`src/hdl/cfg_protect_pkg.sv`:
```
package cfg_protect_pkg;

   // register byte offsets on the wishbone slave
   localparam logic [7:0] REG_CFG1 = 8'h00;
   localparam logic [7:0] REG_CFG2 = 8'h04;
   localparam logic [7:0] REG_STATUS = 8'h08;
   localparam logic [7:0] REG_CTRL = 8'h0C;

   // configuration word one field positions
   localparam int MON_BIT = 13;
   localparam int SWOVER_BIT = 12;
   localparam int CLK_OUT_N_BIT = 11;
   localparam int BOR_HI = 10;
   localparam int BOR_LO = 9;
   localparam int EEP_PROT_N_BIT = 8;
   localparam int PROG_PROT_N_BIT = 7;
   localparam int RST_SEL_BIT = 6;
   localparam int PWRT_N_BIT = 5;
   localparam int WDT_HI = 4;
   localparam int WDT_LO = 3;
   localparam int OSC_HI = 2;
   localparam int OSC_LO = 0;

   // configuration word two field positions
   localparam int LOWV_BIT = 13;
   localparam int SHLD_HI = 1;
   localparam int SHLD_LO = 0;

   // control register bits
   localparam int CTRL_SW_BOR_BIT = 0;
   localparam int CTRL_PULLUP_BIT = 1;

   // blank (erased) configuration value
   localparam logic [13:0] CFG_BLANK = 14'h3FFF;

   // oscillator select codes of the three crystal modes
   localparam logic [2:0] OSC_LOWPWR = 3'h0;
   localparam logic [2:0] OSC_STD = 3'h1;
   localparam logic [2:0] OSC_FAST = 3'h2;

   // brown-out mode codes
   localparam logic [1:0] BOR_ON = 2'h3;
   localparam logic [1:0] BOR_AWAKE = 2'h2;
   localparam logic [1:0] BOR_SW = 2'h1;

   // user id window
   localparam logic [15:0] USER_ID_BASE = 16'h8000;
   localparam logic [15:0] USER_ID_LAST = 16'h8003;

   // self-write shield sizes, first unshielded word address per code
   localparam logic [15:0] SHLD_LIMIT_OFF = 16'h0000;
   localparam logic [15:0] SHLD_LIMIT_BOOT = 16'h0200;
   localparam logic [15:0] SHLD_LIMIT_HALF = 16'h2000;
   localparam logic [15:0] SHLD_LIMIT_ALL = 16'h4000;

   // programmer request toward the protected memories
   typedef struct packed {
      logic valid;
      logic write;
      logic eeprom;
      logic [15:0] addr;
      logic [13:0] wdata;
   } ext_req_t;

   // programmer answer
   typedef struct packed {
      logic ack;
      logic blocked;
      logic [13:0] rdata;
      logic prog_wr;
      logic eep_wr;
   } ext_rsp_t;

   // cpu internal request
   typedef struct packed {
      logic valid;
      logic write;
      logic eeprom;
      logic [15:0] addr;
      logic [13:0] wdata;
   } cpu_req_t;

   // cpu internal answer
   typedef struct packed {
      logic ack;
      logic [13:0] rdata;
      logic prog_wr;
      logic eep_wr;
      logic wr_refused;
   } cpu_rsp_t;

   // decoded static controls
   typedef struct packed {
      logic fail_safe_monitor_enable;
      logic clock_switchover_enable;
      logic clock_output_drive;
      logic osc_on_clock_pin;
      logic brownout_active;
      logic powerup_timer_enable;
      logic reset_pin_is_reset;
      logic reset_pin_pullup;
      logic [1:0] watchdog_mode;
   } ctl_t;

   // load phase after reset
   typedef enum logic {
      ST_LOAD = 1'b0,
      ST_RUN = 1'b1
   } phase_t;

endpackage

```
`src/hdl/access_gate.sv`:
```
`timescale 1ns/100ps
`default_nettype none

// one protected memory as seen from the external programmer
module access_gate #(
   parameter int W = 14
) (
   input wire logic req_i,
   input wire logic write_i,
   input wire logic protect_n_i,
   input wire logic [W-1:0] mem_rdata_i,
   output logic grant_wr_o,
   output logic blocked_o,
   output logic [13:0] rdata_o
);

   // protection active when the enable-low bit is cleared
   logic prot;

   always_comb begin
      prot = ~protect_n_i;
      // writes pass only when unprotected
      grant_wr_o = req_i & write_i & ~prot;
      // any access while protected is refused
      blocked_o = req_i & prot;
      rdata_o = 14'h0000;
      // reads of a protected memory return zeros
      if (req_i && !write_i && !prot) begin
         rdata_o[W-1:0] = mem_rdata_i;
      end
   end

endmodule // access_gate

`default_nettype wire

```
`src/hdl/config_word_code_protection.sv`:
```
`timescale 1ns/100ps
`default_nettype none

// Overview of operation
// bit 13 set enables fail-safe clock monitor
// bit 12 set enables clock switchover mode
// crystal modes ignore clock output enable
// other modes: enable low drives clock out
// brown-out field selects on, awake, software, off
// data protected when bit 8 is zero
// program protected when bit 7 is zero
// low-voltage programming ignores pin select; else reset
// pin select zero gives input, port pull-up
// brown-out never enables power-up timer
// unprotecting erase clears whole data eeprom
// unprotecting program memory erases it all
// protections independent, cpu not restricted by them
// protected program: block writes, reads zero
// protected data: block external reads, writes
// cpu always reads and writes eeprom
// cpu reads program; writes follow shield
// two-bit field sizes self-write shielded block
// four user id words at 8000h-8003h
// configuration sampled at reset, then static
module config_word_code_protection (
   input wire logic clk_i,
   input wire logic rst_i,
   input wire logic wb_cyc_i,
   input wire logic wb_stb_i,
   input wire logic wb_we_i,
   input wire logic [7:0] wb_adr_i,
   input wire logic [3:0] wb_sel_i,
   input wire logic [31:0] wb_dat_i,
   output logic [31:0] wb_dat_o,
   output logic wb_ack_o,
   input wire logic [13:0] nvm_cfg1_i,
   input wire logic [13:0] nvm_cfg2_i,
   input wire logic sleep_i,
   input wire logic ext_erase_i,
   input wire cfg_protect_pkg::ext_req_t ext_req_i,
   output cfg_protect_pkg::ext_rsp_t ext_rsp_o,
   input wire cfg_protect_pkg::cpu_req_t cpu_req_i,
   output cfg_protect_pkg::cpu_rsp_t cpu_rsp_o,
   input wire logic [13:0] prog_rdata_i,
   input wire logic [7:0] eep_rdata_i,
   output logic prog_erase_all_o,
   output logic eep_erase_all_o,
   output cfg_protect_pkg::ctl_t ctl_o
);

   // whole state of the block
   typedef struct packed {
      cfg_protect_pkg::phase_t phase;
      logic [13:0] cfg1;
      logic [13:0] cfg2;
      logic [3:0][13:0] user_id;
      logic sw_bor;
      logic pullup_bit;
      logic [1:0] sticky;
      logic wb_ack;
      logic [31:0] wb_dat;
      cfg_protect_pkg::ext_rsp_t ext;
      cfg_protect_pkg::cpu_rsp_t cpu;
      logic erase_prog;
      logic erase_eep;
      cfg_protect_pkg::ctl_t ctl;
   } state_t;

   state_t st; // registered state
   state_t next_st; // next state

   // gate outputs for both memories
   logic [1:0] gate_wr;
   logic [1:0] gate_blk;
   logic [1:0][13:0] gate_rd;
   logic [13:0] eep_rd14; // eeprom data widened
   logic ext_take; // programmer request taken this cycle
   logic cpu_take; // cpu request taken this cycle
   logic wb_take; // bus request taken this cycle
   logic id_hit; // cpu address in user id window
   logic [1:0] id_idx; // user id word index
   logic [15:0] shld_limit; // first cpu-writable word

   // true for the three crystal oscillator modes
   function automatic logic is_crystal(input logic [2:0] osc);
      is_crystal = (osc == cfg_protect_pkg::OSC_LOWPWR) || (osc == cfg_protect_pkg::OSC_STD)
         || (osc == cfg_protect_pkg::OSC_FAST);
   endfunction

   // shield size decode of the self-write field
   function automatic logic [15:0] shield_limit(input logic [1:0] code);
      case (code)
         2'h3: shield_limit = cfg_protect_pkg::SHLD_LIMIT_OFF;
         2'h2: shield_limit = cfg_protect_pkg::SHLD_LIMIT_BOOT;
         2'h1: shield_limit = cfg_protect_pkg::SHLD_LIMIT_HALF;
         default: shield_limit = cfg_protect_pkg::SHLD_LIMIT_ALL;
      endcase
   endfunction

   assign eep_rd14 = {6'h00, eep_rdata_i};
   assign ext_take = (st.phase == cfg_protect_pkg::ST_RUN) && ext_req_i.valid && !st.ext.ack;
   assign cpu_take = (st.phase == cfg_protect_pkg::ST_RUN) && cpu_req_i.valid && !st.cpu.ack;
   assign wb_take = wb_cyc_i && wb_stb_i && !st.wb_ack;
   assign id_hit = (cpu_req_i.addr >= cfg_protect_pkg::USER_ID_BASE)
      && (cpu_req_i.addr <= cfg_protect_pkg::USER_ID_LAST);
   assign id_idx = cpu_req_i.addr[1:0];
   assign shld_limit = shield_limit(st.cfg2[cfg_protect_pkg::SHLD_HI:cfg_protect_pkg::SHLD_LO]);

   // program memory gate, external side only
   access_gate #(.W(14)) u_prog_gate (
      .req_i(ext_take && !ext_req_i.eeprom),
      .write_i(ext_req_i.write),
      .protect_n_i(st.cfg1[cfg_protect_pkg::PROG_PROT_N_BIT]),
      .mem_rdata_i(prog_rdata_i),
      .grant_wr_o(gate_wr[0]),
      .blocked_o(gate_blk[0]),
      .rdata_o(gate_rd[0])
   );

   // data eeprom gate, independent of the program gate
   access_gate #(.W(8)) u_eep_gate (
      .req_i(ext_take && ext_req_i.eeprom),
      .write_i(ext_req_i.write),
      .protect_n_i(st.cfg1[cfg_protect_pkg::EEP_PROT_N_BIT]),
      .mem_rdata_i(eep_rd14[7:0]),
      .grant_wr_o(gate_wr[1]),
      .blocked_o(gate_blk[1]),
      .rdata_o(gate_rd[1])
   );

   // next-state logic
   always_comb begin
      next_st = st;
      // pulses last one cycle
      next_st.wb_ack = 1'b0;
      next_st.ext.ack = 1'b0;
      next_st.ext.prog_wr = 1'b0;
      next_st.ext.eep_wr = 1'b0;
      next_st.cpu.ack = 1'b0;
      next_st.cpu.prog_wr = 1'b0;
      next_st.cpu.eep_wr = 1'b0;
      next_st.erase_prog = 1'b0;
      next_st.erase_eep = 1'b0;

      // capture the words once after reset, then hold them
      if (st.phase == cfg_protect_pkg::ST_LOAD) begin
         next_st.cfg1 = nvm_cfg1_i;
         next_st.cfg2 = nvm_cfg2_i;
         next_st.phase = cfg_protect_pkg::ST_RUN;
      end

      // bulk erase lifts protection, so both memories clear entirely
      if (ext_erase_i && st.phase == cfg_protect_pkg::ST_RUN) begin
         next_st.erase_prog = 1'b1;
         next_st.erase_eep = 1'b1;
      end

      // programmer access through the gates
      if (ext_take) begin
         next_st.ext.ack = 1'b1;
         next_st.ext.blocked = |gate_blk;
         next_st.ext.rdata = ext_req_i.eeprom ? gate_rd[1] : gate_rd[0];
         next_st.ext.prog_wr = gate_wr[0];
         next_st.ext.eep_wr = gate_wr[1];
      end

      // cpu access ignores code protection
      if (cpu_take) begin
         next_st.cpu.ack = 1'b1;
         next_st.cpu.wr_refused = 1'b0;
         if (id_hit) begin
            // user id words live here, read and write freely
            next_st.cpu.rdata = st.user_id[id_idx];
            if (cpu_req_i.write) begin
               next_st.user_id[id_idx] = cpu_req_i.wdata;
            end
         end else if (cpu_req_i.eeprom) begin
            next_st.cpu.rdata = eep_rd14;
            next_st.cpu.eep_wr = cpu_req_i.write;
         end else begin
            next_st.cpu.rdata = prog_rdata_i;
            // only the shielded block refuses self-writes
            if (cpu_req_i.write && cpu_req_i.addr >= shld_limit) begin
               next_st.cpu.prog_wr = 1'b1;
            end else if (cpu_req_i.write) begin
               next_st.cpu.wr_refused = 1'b1;
            end
         end
      end

      // register bus, answer one cycle after the request
      if (wb_take) begin
         next_st.wb_ack = 1'b1;
         next_st.wb_dat = 32'h0000_0000;
         if (wb_adr_i == cfg_protect_pkg::REG_CFG1) begin
            next_st.wb_dat[13:0] = st.cfg1;
         end else if (wb_adr_i == cfg_protect_pkg::REG_CFG2) begin
            next_st.wb_dat[13:0] = st.cfg2;
         end else if (wb_adr_i == cfg_protect_pkg::REG_STATUS) begin
            next_st.wb_dat[1:0] = st.sticky;
            next_st.wb_dat[2] = st.phase;
            next_st.wb_dat[12:3] = st.ctl;
            // write one to clear the sticky blocked flags
            if (wb_we_i && wb_sel_i[0]) begin
               next_st.sticky = st.sticky & ~wb_dat_i[1:0];
            end
         end else if (wb_adr_i == cfg_protect_pkg::REG_CTRL) begin
            next_st.wb_dat[cfg_protect_pkg::CTRL_SW_BOR_BIT] = st.sw_bor;
            next_st.wb_dat[cfg_protect_pkg::CTRL_PULLUP_BIT] = st.pullup_bit;
            if (wb_we_i && wb_sel_i[0]) begin
               next_st.sw_bor = wb_dat_i[cfg_protect_pkg::CTRL_SW_BOR_BIT];
               next_st.pullup_bit = wb_dat_i[cfg_protect_pkg::CTRL_PULLUP_BIT];
            end
         end else begin
            // unmapped: acknowledged, reads zero, writes dropped
            next_st.wb_dat = 32'h0000_0000;
         end
      end

      // refused programmer accesses set the flags; set beats clear
      next_st.sticky = next_st.sticky | (ext_take ? gate_blk : 2'h0);

      // decoded static controls
      next_st.ctl.fail_safe_monitor_enable = st.cfg1[cfg_protect_pkg::MON_BIT];
      next_st.ctl.clock_switchover_enable = st.cfg1[cfg_protect_pkg::SWOVER_BIT];
      if (is_crystal(st.cfg1[cfg_protect_pkg::OSC_HI:cfg_protect_pkg::OSC_LO])) begin
         next_st.ctl.osc_on_clock_pin = 1'b1;
         next_st.ctl.clock_output_drive = 1'b0;
      end else begin
         next_st.ctl.osc_on_clock_pin = 1'b0;
         next_st.ctl.clock_output_drive = ~st.cfg1[cfg_protect_pkg::CLK_OUT_N_BIT];
      end
      case (st.cfg1[cfg_protect_pkg::BOR_HI:cfg_protect_pkg::BOR_LO])
         cfg_protect_pkg::BOR_ON: next_st.ctl.brownout_active = 1'b1;
         cfg_protect_pkg::BOR_AWAKE: next_st.ctl.brownout_active = ~sleep_i;
         cfg_protect_pkg::BOR_SW: next_st.ctl.brownout_active = st.sw_bor;
         default: next_st.ctl.brownout_active = 1'b0;
      endcase
      // power-up timer follows its own bit only
      next_st.ctl.powerup_timer_enable = ~st.cfg1[cfg_protect_pkg::PWRT_N_BIT];
      next_st.ctl.watchdog_mode = st.cfg1[cfg_protect_pkg::WDT_HI:cfg_protect_pkg::WDT_LO];
      if (st.cfg2[cfg_protect_pkg::LOWV_BIT] || st.cfg1[cfg_protect_pkg::RST_SEL_BIT]) begin
         // select ignored under low-voltage programming
         next_st.ctl.reset_pin_is_reset = 1'b1;
         next_st.ctl.reset_pin_pullup = 1'b1;
      end else begin
         next_st.ctl.reset_pin_is_reset = 1'b0;
         next_st.ctl.reset_pin_pullup = st.pullup_bit;
      end
   end

   // state register with synchronous reset
   always_ff @(posedge clk_i) begin
      if (rst_i) begin
         st <= '0;
         st.cfg1 <= cfg_protect_pkg::CFG_BLANK;
         st.cfg2 <= cfg_protect_pkg::CFG_BLANK;
         st.phase <= cfg_protect_pkg::ST_LOAD;
      end else begin
         st <= next_st;
      end
   end

   // outputs straight from flops
   assign wb_ack_o = st.wb_ack;
   assign wb_dat_o = st.wb_dat;
   assign ext_rsp_o = st.ext;
   assign cpu_rsp_o = st.cpu;
   assign prog_erase_all_o = st.erase_prog;
   assign eep_erase_all_o = st.erase_eep;
   assign ctl_o = st.ctl;
endmodule // config_word_code_protection

`default_nettype wire

```
`config.mk`:
```
export PLATFORM = sky130hd
export DESIGN_NAME = config_word_code_protection
export DESIGN_NICKNAME = d
export VERILOG_FILES = /design/src/hdl/cfg_protect_pkg.sv /design/src/hdl/access_gate.sv /design/src/hdl/config_word_code_protection.sv
export SDC_FILE = /design/constraint.sdc
export NUM_CORES = 1
export LEC_CHECK = 0
export ABC_AREA = 1
export CELL_PAD_IN_SITES_DETAIL_PLACEMENT = 2
export CELL_PAD_IN_SITES_GLOBAL_PLACEMENT = 2
export CORE_MARGIN = 4
export CORE_UTILIZATION = 30
export CTS_CLUSTER_DIAMETER = 60
export DETAILED_ROUTE_END_ITERATION = 12
export DONT_BUFFER_PORTS = 1
export GPL_TIMING_DRIVEN = 0
export PLACE_DENSITY_LB_ADDON = 0.1
export SLEW_MARGIN = 40
export SYNTH_ARGS = -nofsm -noshare
export SYNTH_HDL_FRONTEND = slang
export SYNTH_SLANG_ARGS = --single-unit
```
`constraint.sdc`:
```
create_clock -name clk_i -period 1.4 [get_ports clk_i]
set_input_delay 0.07 -clock clk_i [delete_from_list [all_inputs] [get_ports clk_i]]
set_output_delay 0.07 -clock clk_i [all_outputs]
set_load 0.005 [all_outputs]
```
# Word-level counts from Yosys, hierarchy flattened
# Index checks and enable logic that the tools add are counted.
classes:
  order_cmp: 5
  n_eq_ne: 11
  mux: 34
  n_bitwise: 20
  reduce_logical: 34
op_table:
  columns: ["op", "count"]
  rows:
  - ["14-bit 2-to-1 mux", 8]
  - ["56-bit bitwise mux", 1]
  - ["15-bit one-hot mux with 3 select lines", 1]
  - ["18-bit 2-to-1 mux", 2]
  - ["35-bit 2-to-1 mux", 1]
  - ["14-bit binary-select mux with 2-bit select", 1]
  - ["14-bit demux with 2-bit select", 1]
  - ["1-bit logical AND", 17]
  - ["8-bit by 4-bit equality test with 1-bit output, second input constant", 2]
  - ["16-bit by 15-bit >= comparator with 1-bit output", 1]
  - ["16-bit >= comparator, second input constant", 1]
  - ["16-bit less-or-equal comparator, second input constant", 1]
  - ["2-bit 2-to-1 mux", 8]
  - ["13-bit 2-to-1 mux", 1]
  - ["1-bit NOT", 11]
  - ["2-bit equality test, second input constant", 4]
  - ["8-bit by 3-bit equality test with 1-bit output, second input constant", 1]
  - ["8-bit zero test", 1]
  - ["8-bit 2-to-1 mux", 1]
  - ["4-bit OR reduction", 2]
  - ["1-bit 2-to-1 mux", 7]
  - ["1-bit AND", 6]
  - ["6-bit AND reduction", 1]
  - ["2-bit OR reduction", 3]
  - ["other kinds (14)", 21]
totals:
  ff_bits: 152
  inputBits: 167
  out_inout_bits: 81
  elab_cells: 137

# Depth between registers and ports, before layout
depth:
  word_depth: 8
  ltp_mapped: 12
  ltp_nobuf: 10

# Hierarchy
# Synthesis repeated with hierarchy kept, for this count alone.
unflattened:
  cells_unflattened: 1208
  hier_area_um2: 7906.3
by_module_without_submodules:
  columns: ["module", "n_inst", "cells_per_inst", "area_each_um2", "seq_area_each_um2"]
  rows:
  - ["config_word_code_protection", 1, 1144, 7586.0, 3022.9]
  - ["access_gate at u_prog_gate", 1, 35, 175.2, 0.0]
  - ["access_gate at u_eep_gate", 1, 29, 145.1, 0.0]

# Worst setup path before layout
# No wires, ideal clock.
synth_path:
  path_type: "register -> register"
  from: "register st[169] in the netlist's numbering"
  to: "register st (netlist bit ext_rsp_o[9])"
  setup_time_ps: 56
  arrival_ps: 1307
  t_required_ps: 1344
  path_slack_ps: 37
  path_stages_with_launch: 13
  path_buffers: 2
  synth_period_minus_slack_ps: 1363
  cell_sequence: "dfxtp_1 -> buf_4 -> inv_2 -> nor2_4 -> nand2_4 -> nor2_2 -> nand2_2 -> nor2_4 -> buf_6 -> nand2_1 -> nand3_1 -> nand2_1 -> inv_1"
synth_between:
  elab_chain_len: 7
  word_cells_on_any_way: 11
  classes_between: "mux: 3; reduce/logical: 8"
synth_lines:
  columns: ["item", "line", "source"]
  rows:
  - ["start: declaration", "config_word_code_protection.sv:69", "state_t st;"]
  - ["start signal: assignment", "config_word_code_protection.sv:260", "st <= next_st;"]
  - ["1-bit logical AND * (2 in series)", "config_word_code_protection.sv:101", "assign ext_take = (st.phase == cfg_protect_pkg::ST_RUN) && ext_req_i.valid && !st.ext.ack;"]
  - ["1-bit logical AND, on equally long branches", "config_word_code_protection.sv:111, config_word_code_protection.sv:122", null]
  - ["1-bit logical AND (2 in series)", "access_gate.sv:28", "if (req_i && !write_i && !prot) begin"]
  - ["14-bit 2-to-1 mux / 8-bit 2-to-1 mux (equally long branches)", "access_gate.sv:28", null]
  - ["14-bit 2-to-1 mux", "config_word_code_protection.sv:162", "next_st.ext.rdata = ext_req_i.eeprom ? gate_rd[1] : gate_rd[0];"]
# Every way passes the cells marked *; elsewhere a longest branch is shown, timed or not.
# A chain may end at the register's enable or synchronous reset.

# Worst setup path after layout
layout_path:
  from: "register st[169] in the netlist's numbering"
  to: "register st[104] in the netlist's numbering"
layout_between:
  elab_chain_len: 3
layout_lines:
  columns: ["item", "line", "source"]
  rows:
  - ["1-bit logical AND (2 in series)", "config_word_code_protection.sv:102", "assign cpu_take = (st.phase == cfg_protect_pkg::ST_RUN) && cpu_req_i.valid && !st.cpu.ack;"]
  - ["3-bit AND reduction (no line)", null, null]
# Every way passes these cells.

==> run metrics <==
status complete, but fails checks; failing checks negative hold slack, negative setup slack; gpl congestion 0.812; count of final hold-check violations 5; Avg Vias per Cell 4.69; non-filler cells, final 1603; core area 25300 um^2; Post-Syn Area 7760 um^2; TritonRoute pass-1 iters 4; CP arrival 1.95 ns; worst-path cell chain buf_6, nand2_4, nor2_8, nand2_8, clkinv_8, nand4_4, buf_8, nand2_2, nand2_1, nor2_1; Crit path max-delay family simple AND/OR/NAND/NOR gates; Crit. End Element flop; largest net degree at the start of global routing 17; Clock transition at path regs 0.07 ns; Clock Skews 0.0111 ns; hold crit path type input pin to flop; PnR Total Power 10.6 mW; GRT overflow 0; Synth Instances 1116; H-tree Lvls 4; number of inserted diodes 0; Synth Register Bits 151; nets 1430; # DRC 0; Reg-to-Reg End st[104]$_SDFFE_PP0P_; CP max stage cell dfxtp_2; Leak 4.97 nW; M2 GR Usage 36.0%; clk buf depth 2; final setup TNS -8.43 ns; final period utilization 114%; Ys Warns 0; # Max-Cap Violations 0; FILL cells 2956; Max stage delay on crit path 0.33 ns; Worst setup SP type flop; total track usage 21.2%; Antenna Nets Post-Route 0; final setup margin -0.193 ns; f_max 628 MHz; clock sinks 151; root buffer cell clkbuf_16; peak supply drop 0.000539 V; Global Route met1 Usage 28.7%; total CTS buffers 17; via count of the routed design 7517; worst setup path class flop to flop; post-route minimum period 1.59 ns; power per cell area 1010 nW/um^2; CTS tree done; Reg-to-Reg Start st[169]$_SDFF_PP0_; Worst Hold End ext_rsp_o[9]$_SDFFE_PP0N_; DP HPWL 21.2 mm; Cells after DPL 1463; Site Rows 58; Placed Area 8230 um^2; Die X 169 um; crit-path max FO 5; Worst-Margin Slew 0.681 ns; Wirelength per Cell 19.3 um; worst-skew pair later-pin latency 0.43 ns; initial antenna violation count 0; worst reg2reg path depth 10; Hold WS -0.160 ns; Hold Path Depth 4; share of cells above drive strength 1 24.8%; worst slack at placement -0.423 ns; first-pass GRT wire length 47.1 mm; area delta synth->final 34.9%; vias in the first global route 8197; Worst EP required 1.75 ns; Starting Density 30.6%; Crit path buffers/inverters 3; Worst Hold Launch prog_rdata_i[7]; drt first-iter violations 365; endpoints failing setup 71; Max transition margin 54.6%; I/O Buffers 0; Post-Route WL 31.0 mm; Final Max Slew Viols 0; die area 28500 um^2; synth unique cells 36; r2r setup slk -0.19 ns; final instance area 10500 um^2; M3 GR Usage 3.60%; syn_area_per_cell 6.95 um^2; RSZ-0062 raised after global routing true; IO Pins 248; die height 169 um; Most Used Layer, Global Route met2; sequential-to-total area share from yosys stat 39.0%
==> worst max-delay path by stage <==
stage	cells after the start	start	endpoint
floorplan	12	st[169]$_SDFF_PP0_	ext_rsp_o[9]$_SDFFE_PP0N_
CTS	12	st[169]$_SDFF_PP0_	ext_rsp_o[9]$_SDFFE_PP0N_
finish	10	st[169]$_SDFF_PP0_	st[104]$_SDFFE_PP0P_
global route	10	st[169]$_SDFF_PP0_	st[104]$_SDFFE_PP0P_
global placement	5	wb_ack_o$_SDFF_PP0_	wb_dat_o[10]$_SDFFE_PP0P_
detailed placement	11	st[169]$_SDFF_PP0_	ext_rsp_o[2]$_SDFFE_PP0N_
==> cell families (layout without fill, tap and decap cells) <==
group | count (synthesis) | after routing | synth area share (%)
AO/OA/AOI/OAI | 88 | 88 | 6.63
adder cells (fa/ha/maj) | 3 | 3 | 0.484
buffers and inverters | 243 | 383 | 17.5
flip-flops | 151 | 151 | 39.0
multiplexers | 8 | 8 | 1.03
other | 1 | 18 | 0.0483
AND/OR/NAND/NOR | 622 | 622 | 35.3
==> cell type report <==
cell class | instances | area (um^2) | area share (%)
Buffer | 123 | 980 | 9.36
Multi-Input combinational cell | 739 | 3830 | 36.6
Clock inverter | 14 | 180 | 1.72
Sequential cell | 151 | 3030 | 29.0
Inverter | 120 | 485 | 4.64
Tap cell | 330 | 413 | 3.95
Timing Repair Buffer | 108 | 1110 | 10.6
Clock buffer | 18 | 429 | 4.10
==> what timing repair did <==
| item | CTS | global route |
|---|---|---|
| hold buffers | 76 | 2 |
| buffers inserted | 17 | 9 |
| endpoints found under the setup margin | 114 | 104 |
| pin swaps | 9 | 35 |
| endpoints found under the hold margin | 120 | 7 |
| gates resized for setup | 68 | 101 |
| gates cloned | 2 | 3 |
==> report_power, final <==
group	leakage, nW	internal, mW	switching, mW
sequential	1.23	4.43	0.104
clock	0.299	2.72	2.12
combinational	3.43	0.543	0.688
==> worst reg2reg max path, stage by stage, from the launching register on <==
cell and delay, ns:
dfxtp_2 0.33, buf_6 0.14, nand2_4 0.07, nor2_8 0.16, nand2_8 0.10, clkinv_8 0.09, nand4_4 0.19, buf_8 0.23
nand2_2 0.05, nand2_1 0.06, nor2_1 0.10
==> routing by layer <==
layer	up-vias	share of wire (%)
li1	3680	-
met1	3657	46
met2	161	48
met3	19	4.6
met4	0	0.89
met5	-	0
==> Yosys cell counts <==
cell,instances,area [um^2]
o2111ai_1,6,52.6
dfxtp_1,151,3020
clkbuf_2,1,5.00
a21oi_1,36,180
nor3_1,9,45.0
buf_4,81,608
o211ai_1,15,113
buf_1,1,3.75
nor3_4,1,16.3
clkinv_1,1,3.75
buf_6,17,191
inv_1,106,398
conb_1,1,3.75
nand2_2,3,18.8
nand3_1,74,370
clkinv_2,1,5.00
inv_4,1,6.26
nand2_4,8,90.1
ha_1,3,37.5
clkbuf_1,16,60.1
dlygate4sd1_1,1,8.76
nor2_2,4,25.0
nor2_1,166,623
nand3_2,2,20.0
o21ai_0,20,100
nand3b_1,1,7.51
nor2_8,2,40.0
nand4_1,8,50.1
nand2_1,330,1240
a31oi_1,11,68.8
nor4_1,1,6.26
nor2_4,9,101
nand4_4,4,85.1
mux2i_1,8,80.1
buf_2,6,30.0
inv_2,11,41.3
==> sequential cells by signal, indices dropped and copies added (netlist names) <==
register and count:
cpu_rsp_o 18, ctl_o 10, ext_rsp_o 18, next_st 4, prog_erase_all_o 1, st 85
wb_ack_o 1, wb_dat_o 14
==> cells in the final DEF, fill, tap and decap left out, types with 5 or more instances in the layout <==
cell | synthesis | layout
a21oi_1 | 36 | 32
a31oi_1 | 11 | 11
buf_2 | 6 | 5
buf_4 | 81 | 96
buf_6 | 17 | 20
buf_8 | 0 | 5
clkbuf_1 | 16 | 12
clkbuf_16 | 0 | 21
clkbuf_2 | 1 | 5
conb_1 | 1 | 18
dfxtp_1 | 151 | 148
dlygate4sd3_1 | 0 | 78
inv_1 | 106 | 102
inv_2 | 11 | 12
inv_6 | 0 | 5
inv_8 | 0 | 5
mux2i_1 | 8 | 8
nand2_1 | 330 | 292
nand2_2 | 3 | 34
nand2_4 | 8 | 14
nand3_1 | 74 | 72
nand4_1 | 8 | 8
nor2_1 | 166 | 124
nor2_2 | 4 | 30
nor2_4 | 9 | 25
nor3_1 | 9 | 6
o2111ai_1 | 6 | 6
o211ai_1 | 15 | 15
o21ai_0 | 20 | 20
==> through the flow <==
| stage | hold WS [ns] | util [%] |
|---|---|---|
| after floorplan | 0.183 | - |
| after global placement | 0.191 | 32.5 |
| after detailed placement | 0.193 | 32.5 |
| after CTS | -0.196 | 39.4 |
| after global routing | -0.136 | 41.3 |
| final | -0.160 | 41.3 |
No activity file was read; power rests on OpenSTA's default activity.
